**src/include/led_ctrl_pkg.sv**
```systemverilog
/*
 * Package for the LED driver control core: register map, field positions,
 * reset values, keys and timing constants shared by the design and bench.
 * Assumes a 50 MHz core clock and a host that talks over a 4-wire serial
 * peripheral interface sampled synchronously to that clock.
 */
package led_ctrl_pkg;

   // ---------------------------------------------------------------------
   // Sizes
   // ---------------------------------------------------------------------
   localparam int unsigned NUM_CH    = 18;
   localparam int unsigned PWM_STEPS = 256;

   // ---------------------------------------------------------------------
   // Register offsets
   // ---------------------------------------------------------------------
   localparam logic [7:0] ADDR_CONFIG       = 8'h00;
   localparam logic [7:0] ADDR_GLOBAL_LEVEL = 8'h01;
   localparam logic [7:0] ADDR_SCALE_FIRST  = 8'h02;
   localparam logic [7:0] ADDR_SCALE_LAST   = 8'h13;
   localparam logic [7:0] ADDR_OPEN_CTRL    = 8'h14;
   localparam logic [7:0] ADDR_SPREAD       = 8'h19;
   localparam logic [7:0] ADDR_PWM_FIRST    = 8'h1f;
   localparam logic [7:0] ADDR_PWM_LAST     = 8'h30;
   localparam logic [7:0] ADDR_BLINK_FIRST  = 8'h31;
   localparam logic [7:0] ADDR_BLINK_LAST   = 8'h33;
   localparam logic [7:0] ADDR_BLINK_RATE   = 8'h34;
   localparam logic [7:0] ADDR_BLINK_DUTY   = 8'h35;
   localparam logic [7:0] ADDR_SCALE_COMMIT = 8'h36;
   localparam logic [7:0] ADDR_PWM_COMMIT   = 8'h37;
   localparam logic [7:0] ADDR_RESTORE      = 8'h3f;
   localparam logic [7:0] ADDR_OPEN_FIRST   = 8'h95;
   localparam logic [7:0] ADDR_OPEN_LAST    = 8'h97;

   // ---------------------------------------------------------------------
   // Field positions
   // ---------------------------------------------------------------------
   localparam int unsigned CFG_RUN_BIT     = 0;
   localparam int unsigned CFG_FREQ_BIT    = 1;
   localparam int unsigned CFG_RANGE_BIT   = 5;
   localparam int unsigned OPEN_EN_BIT     = 0;
   localparam int unsigned OPEN_REPORT_BIT = 1;
   localparam int unsigned SPREAD_EN_BIT   = 4;
   localparam int unsigned SPREAD_RNG_LSB  = 2;
   localparam int unsigned GLOBAL_MSB      = 5;
   localparam int unsigned CH_PER_BYTE     = 6;
   localparam int unsigned CH_PER_NIBBLE   = 3;
   localparam int unsigned CMD_READ_BIT    = 7;

   // ---------------------------------------------------------------------
   // Values and keys
   // ---------------------------------------------------------------------
   localparam logic [7:0] RESET_BYTE   = 8'h00;
   localparam logic [7:0] COMMIT_VALUE = 8'h00;
   localparam logic [7:0] RESTORE_KEY  = 8'hae;

   // ---------------------------------------------------------------------
   // Timing
   // ---------------------------------------------------------------------
   localparam int unsigned CLK_HZ       = 50_000_000;
   localparam int unsigned PWM_SLOW_HZ  = 200;
   localparam int unsigned PWM_FAST_HZ  = 25_000;
   localparam int unsigned BLINK_BASE_HZ = 24;
   localparam int unsigned PWM_SLOW_DIV = CLK_HZ / (PWM_SLOW_HZ * PWM_STEPS);
   localparam int unsigned PWM_FAST_DIV = CLK_HZ / (PWM_FAST_HZ * PWM_STEPS);
   localparam int unsigned BLINK_DIV    = CLK_HZ / (BLINK_BASE_HZ * PWM_STEPS);

   // ---------------------------------------------------------------------
   // Types
   // ---------------------------------------------------------------------
   typedef struct packed {
      logic sclk;
      logic cs_n;
      logic mosi;
   } spi_in_t;

   typedef enum logic [1:0] {
      SPI_CMD  = 2'b00,
      SPI_ADDR = 2'b01,
      SPI_DATA = 2'b10
   } spi_state_t;

endpackage
```
**src/core/led_driver_control_core.sv**
```systemverilog
/*
 * LED driver control core: serial register port, staged duty, blink and
 * scaling settings with commit registers, restore key, shutdown handling,
 * PWM and blink generation, open-LED status and its interrupt pin.
 * Assumes all pins are synchronous to mclk; the analog current sources sit
 * outside and take the channel gates and current codes driven here.
 */
`timescale 1ns/100ps
`default_nettype none

module led_driver_control_core #(
   parameter int unsigned BLINK_STEP_CYCLES = led_ctrl_pkg::BLINK_DIV
) (
   // Clock, reset and enable
   input  wire  logic                      mclk,
   input  wire  logic                      rst_n,
   input  wire  logic                      ce,
   // Host serial port
   input  wire  led_ctrl_pkg::spi_in_t     spi_in,
   output logic                            miso,
   output logic                            miso_oe,
   // Shutdown pin and open-LED sense
   input  wire  logic                      shutdown_pin_n,
   input  wire  logic [17:0]               open_sense,
   // Outputs to the current sources and the interrupt pin
   output logic [17:0]                     channel_output,
   output logic [17:0][7:0]                channel_scale,
   output logic [5:0]                      global_current_level,
   output logic                            current_range_select,
   output logic                            spread_enable,
   output logic [1:0]                      spread_range,
   output logic                            interrupt_out_n
);
   import led_ctrl_pkg::*;

   // ---------------------------------------------------------------------
   // Register state
   // ---------------------------------------------------------------------
   logic [7:0]        config_ff;
   logic [7:0]        global_ff;
   logic [7:0]        open_ctrl_ff;
   logic [7:0]        spread_ff;
   logic [17:0][7:0]  scale_pend_ff;
   logic [17:0][7:0]  scale_act_ff;
   logic [17:0][7:0]  pwm_pend_ff;
   logic [17:0][7:0]  pwm_act_ff;
   logic [17:0]       blink_pend_ff;
   logic [17:0]       blink_act_ff;
   logic [7:0]        rate_pend_ff;
   logic [7:0]        rate_act_ff;
   logic [7:0]        duty_pend_ff;
   logic [7:0]        duty_act_ff;
   logic [23:0]       open_stat_ff;

   // ---------------------------------------------------------------------
   // Serial port state
   // ---------------------------------------------------------------------
   spi_state_t  spi_state_ff;
   logic        sclk_prev_ff;
   logic        pin_prev_ff;
   logic [2:0]  bit_cnt_ff;
   logic [6:0]  rx_sh_ff;
   logic [7:0]  tx_sh_ff;
   logic        is_read_ff;
   logic [7:0]  addr_ff;
   logic        wr_stb_ff;
   logic [7:0]  wr_addr_ff;
   logic [7:0]  wr_data_ff;

   logic        sclk_rise;
   logic        sclk_fall;
   logic        pin_rise;
   logic        byte_done;
   logic [7:0]  rx_byte;
   logic [7:0]  rd_addr;
   logic [7:0]  rd_val;
   logic [23:0] blink_img;

   assign sclk_rise = spi_in.sclk & ~sclk_prev_ff;
   assign sclk_fall = ~spi_in.sclk & sclk_prev_ff;
   assign pin_rise  = shutdown_pin_n & ~pin_prev_ff;
   assign byte_done = sclk_rise & ~spi_in.cs_n & (bit_cnt_ff == 3'h7);
   assign rx_byte   = {rx_sh_ff, spi_in.mosi};
   assign rd_addr   = (spi_state_ff == SPI_ADDR) ? rx_byte : addr_ff + 8'h01;

   // ---------------------------------------------------------------------
   // Serial frame: command byte, address byte, then data with increment
   // ---------------------------------------------------------------------
   always_ff @(posedge mclk) begin
      if (!rst_n) begin
         sclk_prev_ff <= 1'b0;
         pin_prev_ff  <= 1'b1;
      end else if (ce) begin
         sclk_prev_ff <= spi_in.sclk;
         pin_prev_ff  <= shutdown_pin_n;
      end
   end

   // A pin rise drops any half-done frame so the host can resync cleanly.
   always_ff @(posedge mclk) begin
      if (!rst_n) begin
         spi_state_ff <= SPI_CMD;
         bit_cnt_ff   <= 3'h0;
         rx_sh_ff     <= 7'h00;
         tx_sh_ff     <= RESET_BYTE;
         is_read_ff   <= 1'b0;
         addr_ff      <= RESET_BYTE;
         wr_stb_ff    <= 1'b0;
         wr_addr_ff   <= RESET_BYTE;
         wr_data_ff   <= RESET_BYTE;
         miso         <= 1'b0;
         miso_oe      <= 1'b0;
      end else if (ce) begin
         wr_stb_ff <= 1'b0;
         if (pin_rise || spi_in.cs_n) begin
            spi_state_ff <= SPI_CMD;
            bit_cnt_ff   <= 3'h0;
            is_read_ff   <= 1'b0;
            miso_oe      <= 1'b0;
         end else begin
            miso_oe <= is_read_ff && (spi_state_ff == SPI_DATA);
            if (sclk_fall) begin
               miso     <= tx_sh_ff[7];
               tx_sh_ff <= {tx_sh_ff[6:0], 1'b0};
            end
            if (sclk_rise) begin
               bit_cnt_ff <= bit_cnt_ff + 3'h1;
               rx_sh_ff   <= rx_byte[6:0];
            end
            if (byte_done) begin
               unique case (spi_state_ff)
                  SPI_CMD: begin
                     is_read_ff   <= rx_byte[CMD_READ_BIT];
                     spi_state_ff <= SPI_ADDR;
                  end
                  SPI_ADDR: begin
                     addr_ff      <= rx_byte;
                     tx_sh_ff     <= rd_val;
                     spi_state_ff <= SPI_DATA;
                  end
                  SPI_DATA: begin
                     if (is_read_ff) begin
                        addr_ff  <= rd_addr;
                        tx_sh_ff <= rd_val;
                     end else begin
                        wr_stb_ff  <= 1'b1;
                        wr_addr_ff <= addr_ff;
                        wr_data_ff <= rx_byte;
                        addr_ff    <= addr_ff + 8'h01;
                     end
                  end
                  default: spi_state_ff <= SPI_CMD;
               endcase
            end
         end
      end
   end

   // ---------------------------------------------------------------------
   // Read mux
   // ---------------------------------------------------------------------
   always_comb begin
      for (int k = 0; k < 3; k++) begin
         blink_img[k*8 +: 8] = {1'b0,
            blink_pend_ff[k*CH_PER_BYTE+CH_PER_NIBBLE +: CH_PER_NIBBLE],
            1'b0, blink_pend_ff[k*CH_PER_BYTE +: CH_PER_NIBBLE]};
      end
   end

   // Commit and restore registers fall to the default and read as zero.
   always_comb begin
      rd_val = RESET_BYTE;
      if (rd_addr == ADDR_CONFIG) begin
         rd_val = config_ff;
      end else if (rd_addr == ADDR_GLOBAL_LEVEL) begin
         rd_val = global_ff;
      end else if (rd_addr >= ADDR_SCALE_FIRST && rd_addr <= ADDR_SCALE_LAST)
      begin
         rd_val = scale_pend_ff[5'(rd_addr - ADDR_SCALE_FIRST)];
      end else if (rd_addr == ADDR_OPEN_CTRL) begin
         rd_val = open_ctrl_ff;
      end else if (rd_addr == ADDR_SPREAD) begin
         rd_val = spread_ff;
      end else if (rd_addr >= ADDR_PWM_FIRST && rd_addr <= ADDR_PWM_LAST) begin
         rd_val = pwm_pend_ff[5'(rd_addr - ADDR_PWM_FIRST)];
      end else if (rd_addr >= ADDR_BLINK_FIRST && rd_addr <= ADDR_BLINK_LAST)
      begin
         rd_val = blink_img[8*(2'(rd_addr - ADDR_BLINK_FIRST)) +: 8];
      end else if (rd_addr == ADDR_BLINK_RATE) begin
         rd_val = rate_pend_ff;
      end else if (rd_addr == ADDR_BLINK_DUTY) begin
         rd_val = duty_pend_ff;
      end else if (rd_addr >= ADDR_OPEN_FIRST && rd_addr <= ADDR_OPEN_LAST)
      begin
         rd_val = open_stat_ff[8*(2'(rd_addr - ADDR_OPEN_FIRST)) +: 8];
      end
   end

   // ---------------------------------------------------------------------
   // Register writes, commits and restore
   // ---------------------------------------------------------------------
   // Shutdown leaves this block alone, so contents survive it.
   always_ff @(posedge mclk) begin
      if (!rst_n || (ce && wr_stb_ff && wr_addr_ff == ADDR_RESTORE
                     && wr_data_ff == RESTORE_KEY)) begin
         config_ff     <= RESET_BYTE;
         global_ff     <= RESET_BYTE;
         open_ctrl_ff  <= RESET_BYTE;
         spread_ff     <= RESET_BYTE;
         scale_pend_ff <= '0;
         scale_act_ff  <= '0;
         pwm_pend_ff   <= '0;
         pwm_act_ff    <= '0;
         blink_pend_ff <= '0;
         blink_act_ff  <= '0;
         rate_pend_ff  <= RESET_BYTE;
         rate_act_ff   <= RESET_BYTE;
         duty_pend_ff  <= RESET_BYTE;
         duty_act_ff   <= RESET_BYTE;
      end else if (ce && wr_stb_ff) begin
         if (wr_addr_ff == ADDR_CONFIG) begin
            config_ff <= wr_data_ff;
         end
         if (wr_addr_ff == ADDR_GLOBAL_LEVEL) begin
            global_ff <= wr_data_ff;
         end
         if (wr_addr_ff == ADDR_OPEN_CTRL) begin
            open_ctrl_ff <= wr_data_ff;
         end
         if (wr_addr_ff == ADDR_SPREAD) begin
            spread_ff <= wr_data_ff;
         end
         if (wr_addr_ff >= ADDR_SCALE_FIRST && wr_addr_ff <= ADDR_SCALE_LAST)
         begin
            scale_pend_ff[5'(wr_addr_ff - ADDR_SCALE_FIRST)] <= wr_data_ff;
         end
         if (wr_addr_ff >= ADDR_PWM_FIRST && wr_addr_ff <= ADDR_PWM_LAST) begin
            pwm_pend_ff[5'(wr_addr_ff - ADDR_PWM_FIRST)] <= wr_data_ff;
         end
         for (int k = 0; k < 3; k++) begin
            if (wr_addr_ff == ADDR_BLINK_FIRST + 8'(k)) begin
               blink_pend_ff[k*CH_PER_BYTE +: CH_PER_NIBBLE] <=
                  wr_data_ff[CH_PER_NIBBLE-1:0];
               blink_pend_ff[k*CH_PER_BYTE+CH_PER_NIBBLE +: CH_PER_NIBBLE] <=
                  wr_data_ff[CH_PER_NIBBLE+3:4];
            end
         end
         if (wr_addr_ff == ADDR_BLINK_RATE) begin
            rate_pend_ff <= wr_data_ff;
         end
         if (wr_addr_ff == ADDR_BLINK_DUTY) begin
            duty_pend_ff <= wr_data_ff;
         end
         if (wr_addr_ff == ADDR_SCALE_COMMIT && wr_data_ff == COMMIT_VALUE)
         begin
            scale_act_ff <= scale_pend_ff;
         end
         if (wr_addr_ff == ADDR_PWM_COMMIT && wr_data_ff == COMMIT_VALUE) begin
            pwm_act_ff   <= pwm_pend_ff;
            blink_act_ff <= blink_pend_ff;
            rate_act_ff  <= rate_pend_ff;
            duty_act_ff  <= duty_pend_ff;
         end
      end
   end

   // ---------------------------------------------------------------------
   // PWM and blink timebases
   // ---------------------------------------------------------------------
   logic [9:0]  pwm_pre_ff;
   logic [7:0]  pwm_cnt_ff;
   logic [13:0] blink_pre_ff;
   logic [7:0]  blink_sub_ff;
   logic [7:0]  blink_phase_ff;
   logic [9:0]  pwm_div;
   logic        blink_on;

   assign pwm_div  = config_ff[CFG_FREQ_BIT] ? 10'(PWM_FAST_DIV - 1)
                                             : 10'(PWM_SLOW_DIV - 1);
   assign blink_on = blink_phase_ff < duty_act_ff;

   always_ff @(posedge mclk) begin
      if (!rst_n) begin
         pwm_pre_ff <= '0;
         pwm_cnt_ff <= '0;
      end else if (ce) begin
         if (pwm_pre_ff >= pwm_div) begin
            pwm_pre_ff <= '0;
            pwm_cnt_ff <= pwm_cnt_ff + 8'h01;
         end else begin
            pwm_pre_ff <= pwm_pre_ff + 10'h001;
         end
      end
   end

   // One blink period is 256 phase steps of (code+1) base steps each.
   always_ff @(posedge mclk) begin
      if (!rst_n) begin
         blink_pre_ff   <= '0;
         blink_sub_ff   <= '0;
         blink_phase_ff <= '0;
      end else if (ce) begin
         if (blink_pre_ff >= 14'(BLINK_STEP_CYCLES - 1)) begin
            blink_pre_ff <= '0;
            if (blink_sub_ff >= rate_act_ff) begin
               blink_sub_ff   <= '0;
               blink_phase_ff <= blink_phase_ff + 8'h01;
            end else begin
               blink_sub_ff <= blink_sub_ff + 8'h01;
            end
         end else begin
            blink_pre_ff <= blink_pre_ff + 14'h0001;
         end
      end
   end

   // ---------------------------------------------------------------------
   // Channel gates, current codes, open status and interrupt
   // ---------------------------------------------------------------------
   genvar ch;
   generate
      for (ch = 0; ch < NUM_CH; ch++) begin : g_ch
         always_ff @(posedge mclk) begin
            if (!rst_n) begin
               channel_output[ch] <= 1'b0;
               channel_scale[ch]  <= '0;
            end else if (ce) begin
               channel_output[ch] <= config_ff[CFG_RUN_BIT] && shutdown_pin_n
                  && (pwm_cnt_ff < pwm_act_ff[ch])
                  && (!blink_act_ff[ch] || blink_on);
               channel_scale[ch]  <= scale_act_ff[ch];
            end
         end
      end
   endgenerate

   always_ff @(posedge mclk) begin
      if (!rst_n) begin
         global_current_level <= '0;
         current_range_select <= 1'b0;
         spread_enable        <= 1'b0;
         spread_range         <= 2'h0;
      end else if (ce) begin
         global_current_level <= global_ff[GLOBAL_MSB:0];
         current_range_select <= config_ff[CFG_RANGE_BIT];
         spread_enable        <= spread_ff[SPREAD_EN_BIT];
         spread_range         <= spread_ff[SPREAD_RNG_LSB +: 2];
      end
   end

   always_ff @(posedge mclk) begin
      if (!rst_n) begin
         open_stat_ff    <= '0;
         interrupt_out_n <= 1'b1;
      end else if (ce) begin
         if (open_ctrl_ff[OPEN_EN_BIT]) begin
            open_stat_ff <= {6'h00, open_sense};
         end
         interrupt_out_n <= !(open_ctrl_ff[OPEN_REPORT_BIT]
                              && (|open_stat_ff));
      end
   end

endmodule

`default_nettype wire

```
**config.mk**
```make
export PLATFORM = sky130hd
export DESIGN_NAME = led_driver_control_core
export DESIGN_NICKNAME = d
export VERILOG_FILES = /design/src/include/led_ctrl_pkg.sv /design/src/core/led_driver_control_core.sv
export SDC_FILE = /design/constraint.sdc
export NUM_CORES = 2
export LEC_CHECK = 0
export BUFFER_PORTS_ARGS = -buffer_cell sky130_fd_sc_hd__buf_2
export CORE_ASPECT_RATIO = 1.4
export CORE_MARGIN = 5
export CORE_UTILIZATION = 56
export DETAILED_ROUTE_END_ITERATION = 6
export PLACE_DENSITY_LB_ADDON = 0.1
export SYNTH_ARGS = -nofsm -noshare
export SYNTH_HDL_FRONTEND = slang
export SYNTH_SLANG_ARGS = --single-unit
export TNS_END_PERCENT = 30
```
**constraint.sdc**
```tcl
create_clock -name mclk -period 4.4 [get_ports mclk]
set_clock_uncertainty 0.15 [all_clocks]
set_input_delay 0.66 -clock mclk [delete_from_list [all_inputs] [get_ports mclk]]
set_output_delay 0.66 -clock mclk [all_outputs]
set_load 0.01 [all_outputs]
```
# Word level (Yosys, flattened, before mapping)
# Index checks and enable logic that the tools add are counted.
dict set report classes {
  reduce_logical 126
  eq_ne 21
  n_bitwise 11
  shifts 2
  n_mux 44
  order_cmp 40
  addsub 13
}
# operator n
set ops {}
lappend ops {{$bwmux 144} 2}
lappend ops {{$mux 8} 20}
lappend ops {{$lt 8x8->1} 19}
lappend ops {{$bmux 8 s5} 2}
lappend ops {{$demux 8 s5} 2}
lappend ops {{$eq 8x6->1 const B} 10}
lappend ops {{$logic_and 1x1->1} 52}
lappend ops {{$shiftx 24x6->8} 2}
lappend ops {{$reduce_and 2->1} 18}
lappend ops {{$add 8x1->8 const B} 4}
lappend ops {{$eq 8x5->1 const B} 4}
lappend ops {{$pmux 8 s2} 2}
lappend ops {{$le 8x6->1 const B} 3}
lappend ops {{$logic_not 8->1} 3}
lappend ops {{$lt 5x6->1 const B} 4}
lappend ops {{$logic_not 1->1} 20}
lappend ops {{$logic_or 1x1->1} 20}
lappend ops {{$mux 10} 2}
lappend ops {{$reduce_or 18->1} 1}
lappend ops {{$eq 8x1->1 const B} 2}
lappend ops {{$ge 8x2->1 const B} 2}
lappend ops {{$ge 8x5->1 const B} 2}
lappend ops {{$le 8x5->1 const B} 2}
lappend ops {{$reduce_and 3->1} 5}
lappend ops {{other kinds (29)} 54}
dict set report word_totals {
  out_inout_bits 175
  ff_bits 965
  elab_cells 401
}

# Depth between registers and ports, before layout
dict set report logic_depth {
  ltp_word 17
  depth_mapped 19
  mapped_depth_nobuf 14
}

# Least setup slack after synthesis
# Ideal clock, no wire load.
dict set report synth_timing {
  path_kind {reg2reg}
  startpoint {register spi_state_ff[1]}
  endpoint {register tx_sh_ff[0]}
  required_time_ns 4.134
  stages_incl_launch_ff 20
  setup_time_ns 0.116
  synth_period_minus_slack_ns 4.315
  path_slack_ns 0.085
  t_arrival_ns 4.049
  cell_sequence {dfxtp_1 -> inv_1 -> ha_1 -> buf_4 -> inv_4 -> mux2i_2 -> buf_2 -> buf_4 -> buf_2 -> buf_2 -> ha_1 -> inv_1 -> clkbuf_1 -> clkbuf_1 -> mux4_2 -> mux2i_1 -> o21ai_0 -> a21oi_1 -> o21ai_0 -> a31o_1}
}
dict set report synth_between {
  elab_chain_len 17
  elab_cells_between_ends 44
}
# item line
set synth_rtl {}
lappend synth_rtl {{from (decl)} led_driver_control_core.sv:58} ;# spi_state_t spi_state_ff;
lappend synth_rtl {{from (signal assigned)} led_driver_control_core.sv:102} ;# spi_state_ff <= SPI_CMD;
lappend synth_rtl {{from (signal assigned)} led_driver_control_core.sv:116} ;# spi_state_ff <= SPI_CMD;
lappend synth_rtl {{from (signal assigned)} led_driver_control_core.sv:134} ;# spi_state_ff <= SPI_ADDR;
lappend synth_rtl {{$eq 2x1->1} {led_driver_control_core.sv:84, led_driver_control_core.sv:131}}
lappend synth_rtl {{$mux 8} led_driver_control_core.sv:84} ;# assign rd_addr = (spi_state_ff == SPI_ADDR) ? rx_byte : addr_ff + 8'h01;
lappend synth_rtl {{$sub 2x1->2, or another cell as far along} {led_driver_control_core.sv:188, led_driver_control_core.sv:195}}
lappend synth_rtl {{$shiftx 24x6->8 or $logic_and 1x1->1 (tied branches)} {led_driver_control_core.sv:195, led_driver_control_core.sv:193}}
lappend synth_rtl {{$mux 8} led_driver_control_core.sv:193} ;# end else if (rd_addr >= ADDR_OPEN_FIRST && rd_addr <= ADDR_OPEN_LAST)
lappend synth_rtl {{$mux 8} led_driver_control_core.sv:191} ;# end else if (rd_addr == ADDR_BLINK_DUTY) begin
lappend synth_rtl {{$mux 8} led_driver_control_core.sv:189} ;# end else if (rd_addr == ADDR_BLINK_RATE) begin
lappend synth_rtl {{$mux 8} led_driver_control_core.sv:186} ;# end else if (rd_addr >= ADDR_BLINK_FIRST && rd_addr <= ADDR_BLINK_LAST)
lappend synth_rtl {{$mux 8} led_driver_control_core.sv:184} ;# end else if (rd_addr >= ADDR_PWM_FIRST && rd_addr <= ADDR_PWM_LAST) begin
lappend synth_rtl {{$mux 8} led_driver_control_core.sv:182} ;# end else if (rd_addr == ADDR_SPREAD) begin
lappend synth_rtl {{$mux 8} led_driver_control_core.sv:180} ;# end else if (rd_addr == ADDR_OPEN_CTRL) begin
lappend synth_rtl {{$mux 8} led_driver_control_core.sv:177} ;# end else if (rd_addr >= ADDR_SCALE_FIRST && rd_addr <= ADDR_SCALE_LAST)
lappend synth_rtl {{$mux 8} led_driver_control_core.sv:175} ;# end else if (rd_addr == ADDR_GLOBAL_LEVEL) begin
lappend synth_rtl {{$mux 8} led_driver_control_core.sv:173} ;# if (rd_addr == ADDR_CONFIG) begin
lappend synth_rtl {{$mux 8} led_driver_control_core.sv:142} ;# if (is_read_ff) begin
lappend synth_rtl {{$pmux 8 s2 *} led_driver_control_core.sv:131} ;# unique case (spi_state_ff)
lappend synth_rtl {{$mux 8 *} led_driver_control_core.sv:130} ;# if (byte_done) begin
lappend synth_rtl {{to (signal assigned)} led_driver_control_core.sv:124} ;# tx_sh_ff <= {tx_sh_ff[6:0], 1'b0};
lappend synth_rtl {{to (signal assigned)} led_driver_control_core.sv:138} ;# tx_sh_ff <= rd_val;
lappend synth_rtl {{to (signal assigned)} led_driver_control_core.sv:144} ;# tx_sh_ff <= rd_val;
lappend synth_rtl {{to (decl)} led_driver_control_core.sv:63} ;# logic [7:0] tx_sh_ff;
# Every way passes the cells marked *; elsewhere a longest branch is shown, timed or not. The select of a mux whose other input is x is not followed.
# A chain may end at the register's enable or synchronous reset.

# Worst setup path in the final report
dict set report layout_timing {
  startpoint {register addr_ff[1]}
  endpoint {register tx_sh_ff[7]}
}
dict set report layout_between {
  elab_chain_len 17
  elab_cells_between_ends 43
}
# item line
set layout_rtl {}
lappend layout_rtl {{from (decl)} led_driver_control_core.sv:65} ;# logic [7:0] addr_ff;
lappend layout_rtl {{from (signal assigned)} led_driver_control_core.sv:137} ;# addr_ff <= rx_byte;
lappend layout_rtl {{from (signal assigned)} led_driver_control_core.sv:143} ;# addr_ff <= rd_addr;
lappend layout_rtl {{from (signal assigned)} led_driver_control_core.sv:149} ;# addr_ff <= addr_ff + 8'h01;
lappend layout_rtl {{$add 8x1->8 *} led_driver_control_core.sv:84}
lappend layout_rtl {{$mux 8 *} led_driver_control_core.sv:84}
lappend layout_rtl {{$sub 2x1->2, or another cell as far along} {led_driver_control_core.sv:188, led_driver_control_core.sv:195}}
lappend layout_rtl {{$shiftx 24x6->8 or $logic_and 1x1->1 (tied branches)} {led_driver_control_core.sv:195, led_driver_control_core.sv:193}}
lappend layout_rtl {{$mux 8} led_driver_control_core.sv:193}
lappend layout_rtl {{$mux 8} led_driver_control_core.sv:191}
lappend layout_rtl {{$mux 8} led_driver_control_core.sv:189}
lappend layout_rtl {{$mux 8} led_driver_control_core.sv:186}
lappend layout_rtl {{$mux 8} led_driver_control_core.sv:184}
lappend layout_rtl {{$mux 8} led_driver_control_core.sv:182}
lappend layout_rtl {{$mux 8} led_driver_control_core.sv:180}
lappend layout_rtl {{$mux 8} led_driver_control_core.sv:177}
lappend layout_rtl {{$mux 8} led_driver_control_core.sv:175}
lappend layout_rtl {{$mux 8 *} led_driver_control_core.sv:173}
lappend layout_rtl {{$mux 8} led_driver_control_core.sv:142}
lappend layout_rtl {{$pmux 8 s2 *} led_driver_control_core.sv:131}
lappend layout_rtl {{$mux 8 *} led_driver_control_core.sv:130}
# Marked as above.

==> flow_summary.json <==
{
  "placed_cells": 5846,
  "hpwlAfterDp_mm": 87.4,
  "timing.slew.headroom_pct": 26.0,
  "drive_gt1_share_pct": 10.8,
  "critical_path_required_ns": 4.85,
  "grt_first_pass_wirelength_mm": 194,
  "p_leak_nw": 18.8,
  "worstSetupEndpointType": "flop",
  "crit_type": "reg2reg",
  "max-cap-violations": 0,
  "predominant_post_synthesis_flop_cell": "dfxtp_1",
  "nets": 5160,
  "fin_util_pct": 63.0,
  "grt_pass1_vias": 33665,
  "final.setup.tns_ns": 0,
  "vias_per_cell": 5.69,
  "maximum_achievable_frequency_ghz": 0.255,
  "gp_congestion": 0.973,
  "synth_fp_nets": 5103,
  "p_per_area_nw_per_um2": 365,
  "cts_tree": "done",
  "fin_cells": 6016,
  "floorplan.die.height_um": 338,
  "synth-async-reset-ratio_pct": 0,
  "synth.ff_latch_count": 965,
  "status": "finished, final reports clean",
  "initial_antenna_violation_count": 2,
  "timing.final.setup_violations": 0,
  "power.total_mw": 17.5,
  "hold_class": "in2reg",
  "synth.yosys.warnings": 0,
  "cts_hold_buffers": 0,
  "dieWidth_um": 244,
  "ir_drop_uv": 301,
  "std_cell_rows": 120,
  "crit_start_category": "flop",
  "post-cts-setup-buffer-count": 0,
  "fillCellCount": 6764,
  "finalWorstPathRequiredPeriod_ns": 3.93,
  "ys_top_cells_by_area": "dfxtp_1, mux2i_1, nand2_1",
  "ant_nets": 0,
  "design.core.area_um2": 76300,
  "layout-area-overhead-vs-synth_pct": 11.8,
  "ioPinCount": 200,
  "ff2ff_setup_slack_ns": 0.47,
  "final-hold-violation-count": 0,
  "timing.hold.worst_path_depth": 3,
  "floorplan.initialDensity_pct": 56.3,
  "postCtsResizedCells": 0,
  "post_synth_num_cell_types": 90,
  "worstPathMaxFanout": 14,
  "yosysSeqAreaShare_pct": 45.0,
  "netlist.area_leader.share_pct": 45.0,
  "synthCells": 4906,
  "rsz0062_at_grt": "no",
  "numCtsBuffers": 91,
  "layout_worst_path_cycle_share_pct": 89.2,
  "htreeDepth": 3,
  "track_usage_pct": 29.7,
  "port_buffers": 199,
  "die_area_um2": 82400,
  "drc": 0,
  "cts.clk_slew.worst_paths_ns": 0.07,
  "vias": 34245,
  "largest_net_degree_at_the_start_of_global_routing": 179,
  "postRouteWirelength_mm": 126,
  "clock-root-buffer": "clkbuf_16",
  "synthesis.area_um2": 43000,
  "drt-initial-drc-count": 2291,
  "clock_insertion_delay_at_the_later_pin_of_the_skew_report_ns": 0.68,
  "worst_ep_arrival_time_ns": 4.38,
  "synth_enable_flop_cells": 0,
  "clock-sinks": 965,
  "drt_pass1_iterations": 5,
  "gr-total-overflow": 0,
  "avgSynthCellArea_um2": 8.76,
  "wl_per_cell_um": 21.0,
  "maxSlewViolCount": 0,
  "clock_path_buffers": 3,
  "tightestPinTransition_ns": 1.11,
  "synth_largest_area_cell": "dfxtp_1",
  "timing.reg2reg.worst_path_depth": 11
}
-- path summary, 6_finish.rpt --
kind                                     start              end
worst max register to register      addr_ff[1]      tx_sh_ff[7]
worst min register to register  pwm_act_ff[98]   pwm_act_ff[98]
worst max-delay path                addr_ff[1]      tx_sh_ff[7]
worst min-delay path             open_sense[1]  open_stat_ff[1]
-- cells in the mapped netlist (19+ instances only) --
cell      number
nor2b_1       29
a22o_1        19
ha_1         172
nand3_1       83
xnor2_1       20
mux4_2        37
a21o_1        84
nor3_1        24
dfxtp_1      965
clkbuf_1     219
buf_2         64
a211oi_1      21
and3_1        25
a21oi_1      438
nand2b_1      37
nand2_1      914
xor2_1        24
o21ai_0       52
inv_1        162
mux2i_1      596
nor2_1       643
buf_1         25
nand4_1       20
-- logic make-up after synthesis --
kind of cell / share of synthesized area (%)
AO/OA/AOI/OAI: 10.2
XOR/XNOR: 1.04
adder cells (fa/ha/maj): 5.01
buffers and inverters: 4.60
flip-flops: 45.0
multiplexers: 16.0
AND/OR/NAND/NOR: 18.2
-- flip-flops by register name, indices dropped and copies added (netlist names), 10 cells and up --
name            flops
pwm_act_ff        144
channel_output     18
open_stat_ff       18
channel_scale     144
scale_pend_ff     144
pwm_pre_ff         10
blink_act_ff       18
scale_act_ff      144
blink_pend_ff      18
pwm_pend_ff       144
blink_pre_ff       14
-- area by class of cell --
class | count | area (um2) | share of cell area (%)
well taps | 976 | 1220 | 2.54
clock inverters | 35 | 558 | 1.16
multi-input cells | 3452 | 21700 | 45.2
diodes | 2 | 5.00 | 0.0104
clock buffers | 133 | 2680 | 5.57
repair buffers | 286 | 1880 | 3.92
flip-flops and latches | 965 | 19300 | 40.2
inverters | 167 | 636 | 1.32
-- report_power, final --
part           switching, mW  total (mW)  internal, mW
combinational          0.221       0.298        0.0767
sequential           0.00679        8.75          8.74
clock                   3.50        8.47          4.96
-- per-layer routing --
metal | vias up | GRT usage (%) | routed length [um]
met1 | 16368 | 33.4 | 49000
met3 | 332 | 3.37 | 4600
met5 | - | 0 | 0
li1 | 16652 | - | -
met4 | 0 | 16.8 | 7840
met2 | 893 | 54.5 | 64700
-- worst max-delay path: stages (launching register included) --
cell	delay, ns
dfxtp_1	0.44
ha_1	0.41
xor2_1	0.31
o21a_1	0.38
inv_1	0.17
ha_1	0.21
and3_1	0.16
o311ai_2	0.82
nand2_1	0.15
nor3_1	0.33
o21ai_1	0.15
a31oi_1	0.15
-- stage by stage --
step                      hold WS (ns)  instance area [um2]  worst slack (ns)
final                           0.0752                48000             0.474
after global routing            0.0849                48000             0.231
after CTS                       0.0566                48000             0.552
after detailed placement         0.296                44800             0.566
after global placement           0.292                44800             0.612
after floorplan                  0.286                43000            0.0853
-- cells in the final DEF (no fill, tap or decap), types with 8 or more instances in the layout --
master,synthesis,layout
a211oi_1,21,21
a21o_1,84,84
a21oi_1,438,437
a22o_1,19,19
and2_1,8,8
and3_1,25,25
buf_12,0,18
buf_2,64,198
buf_4,13,69
bufinv_16,0,12
clkbuf_1,219,19
clkbuf_16,0,92
clkbuf_8,0,22
clkinv_2,0,15
dfxtp_1,965,957
dfxtp_2,0,8
ha_1,172,172
inv_1,162,162
mux2i_1,596,596
mux4_2,37,37
nand2_1,914,913
nand2b_1,37,37
nand3_1,83,82
nand4_1,20,20
nor2_1,643,642
nor2_2,9,10
nor2b_1,29,29
nor3_1,24,24
nor3_4,8,8
nor4_1,13,13
o211ai_1,11,11
o21ai_0,52,51
o22ai_1,13,13
o31ai_1,12,12
or2_2,10,10
xnor2_1,20,20
xor2_1,24,24
Power figures use the tool's default switching activity.
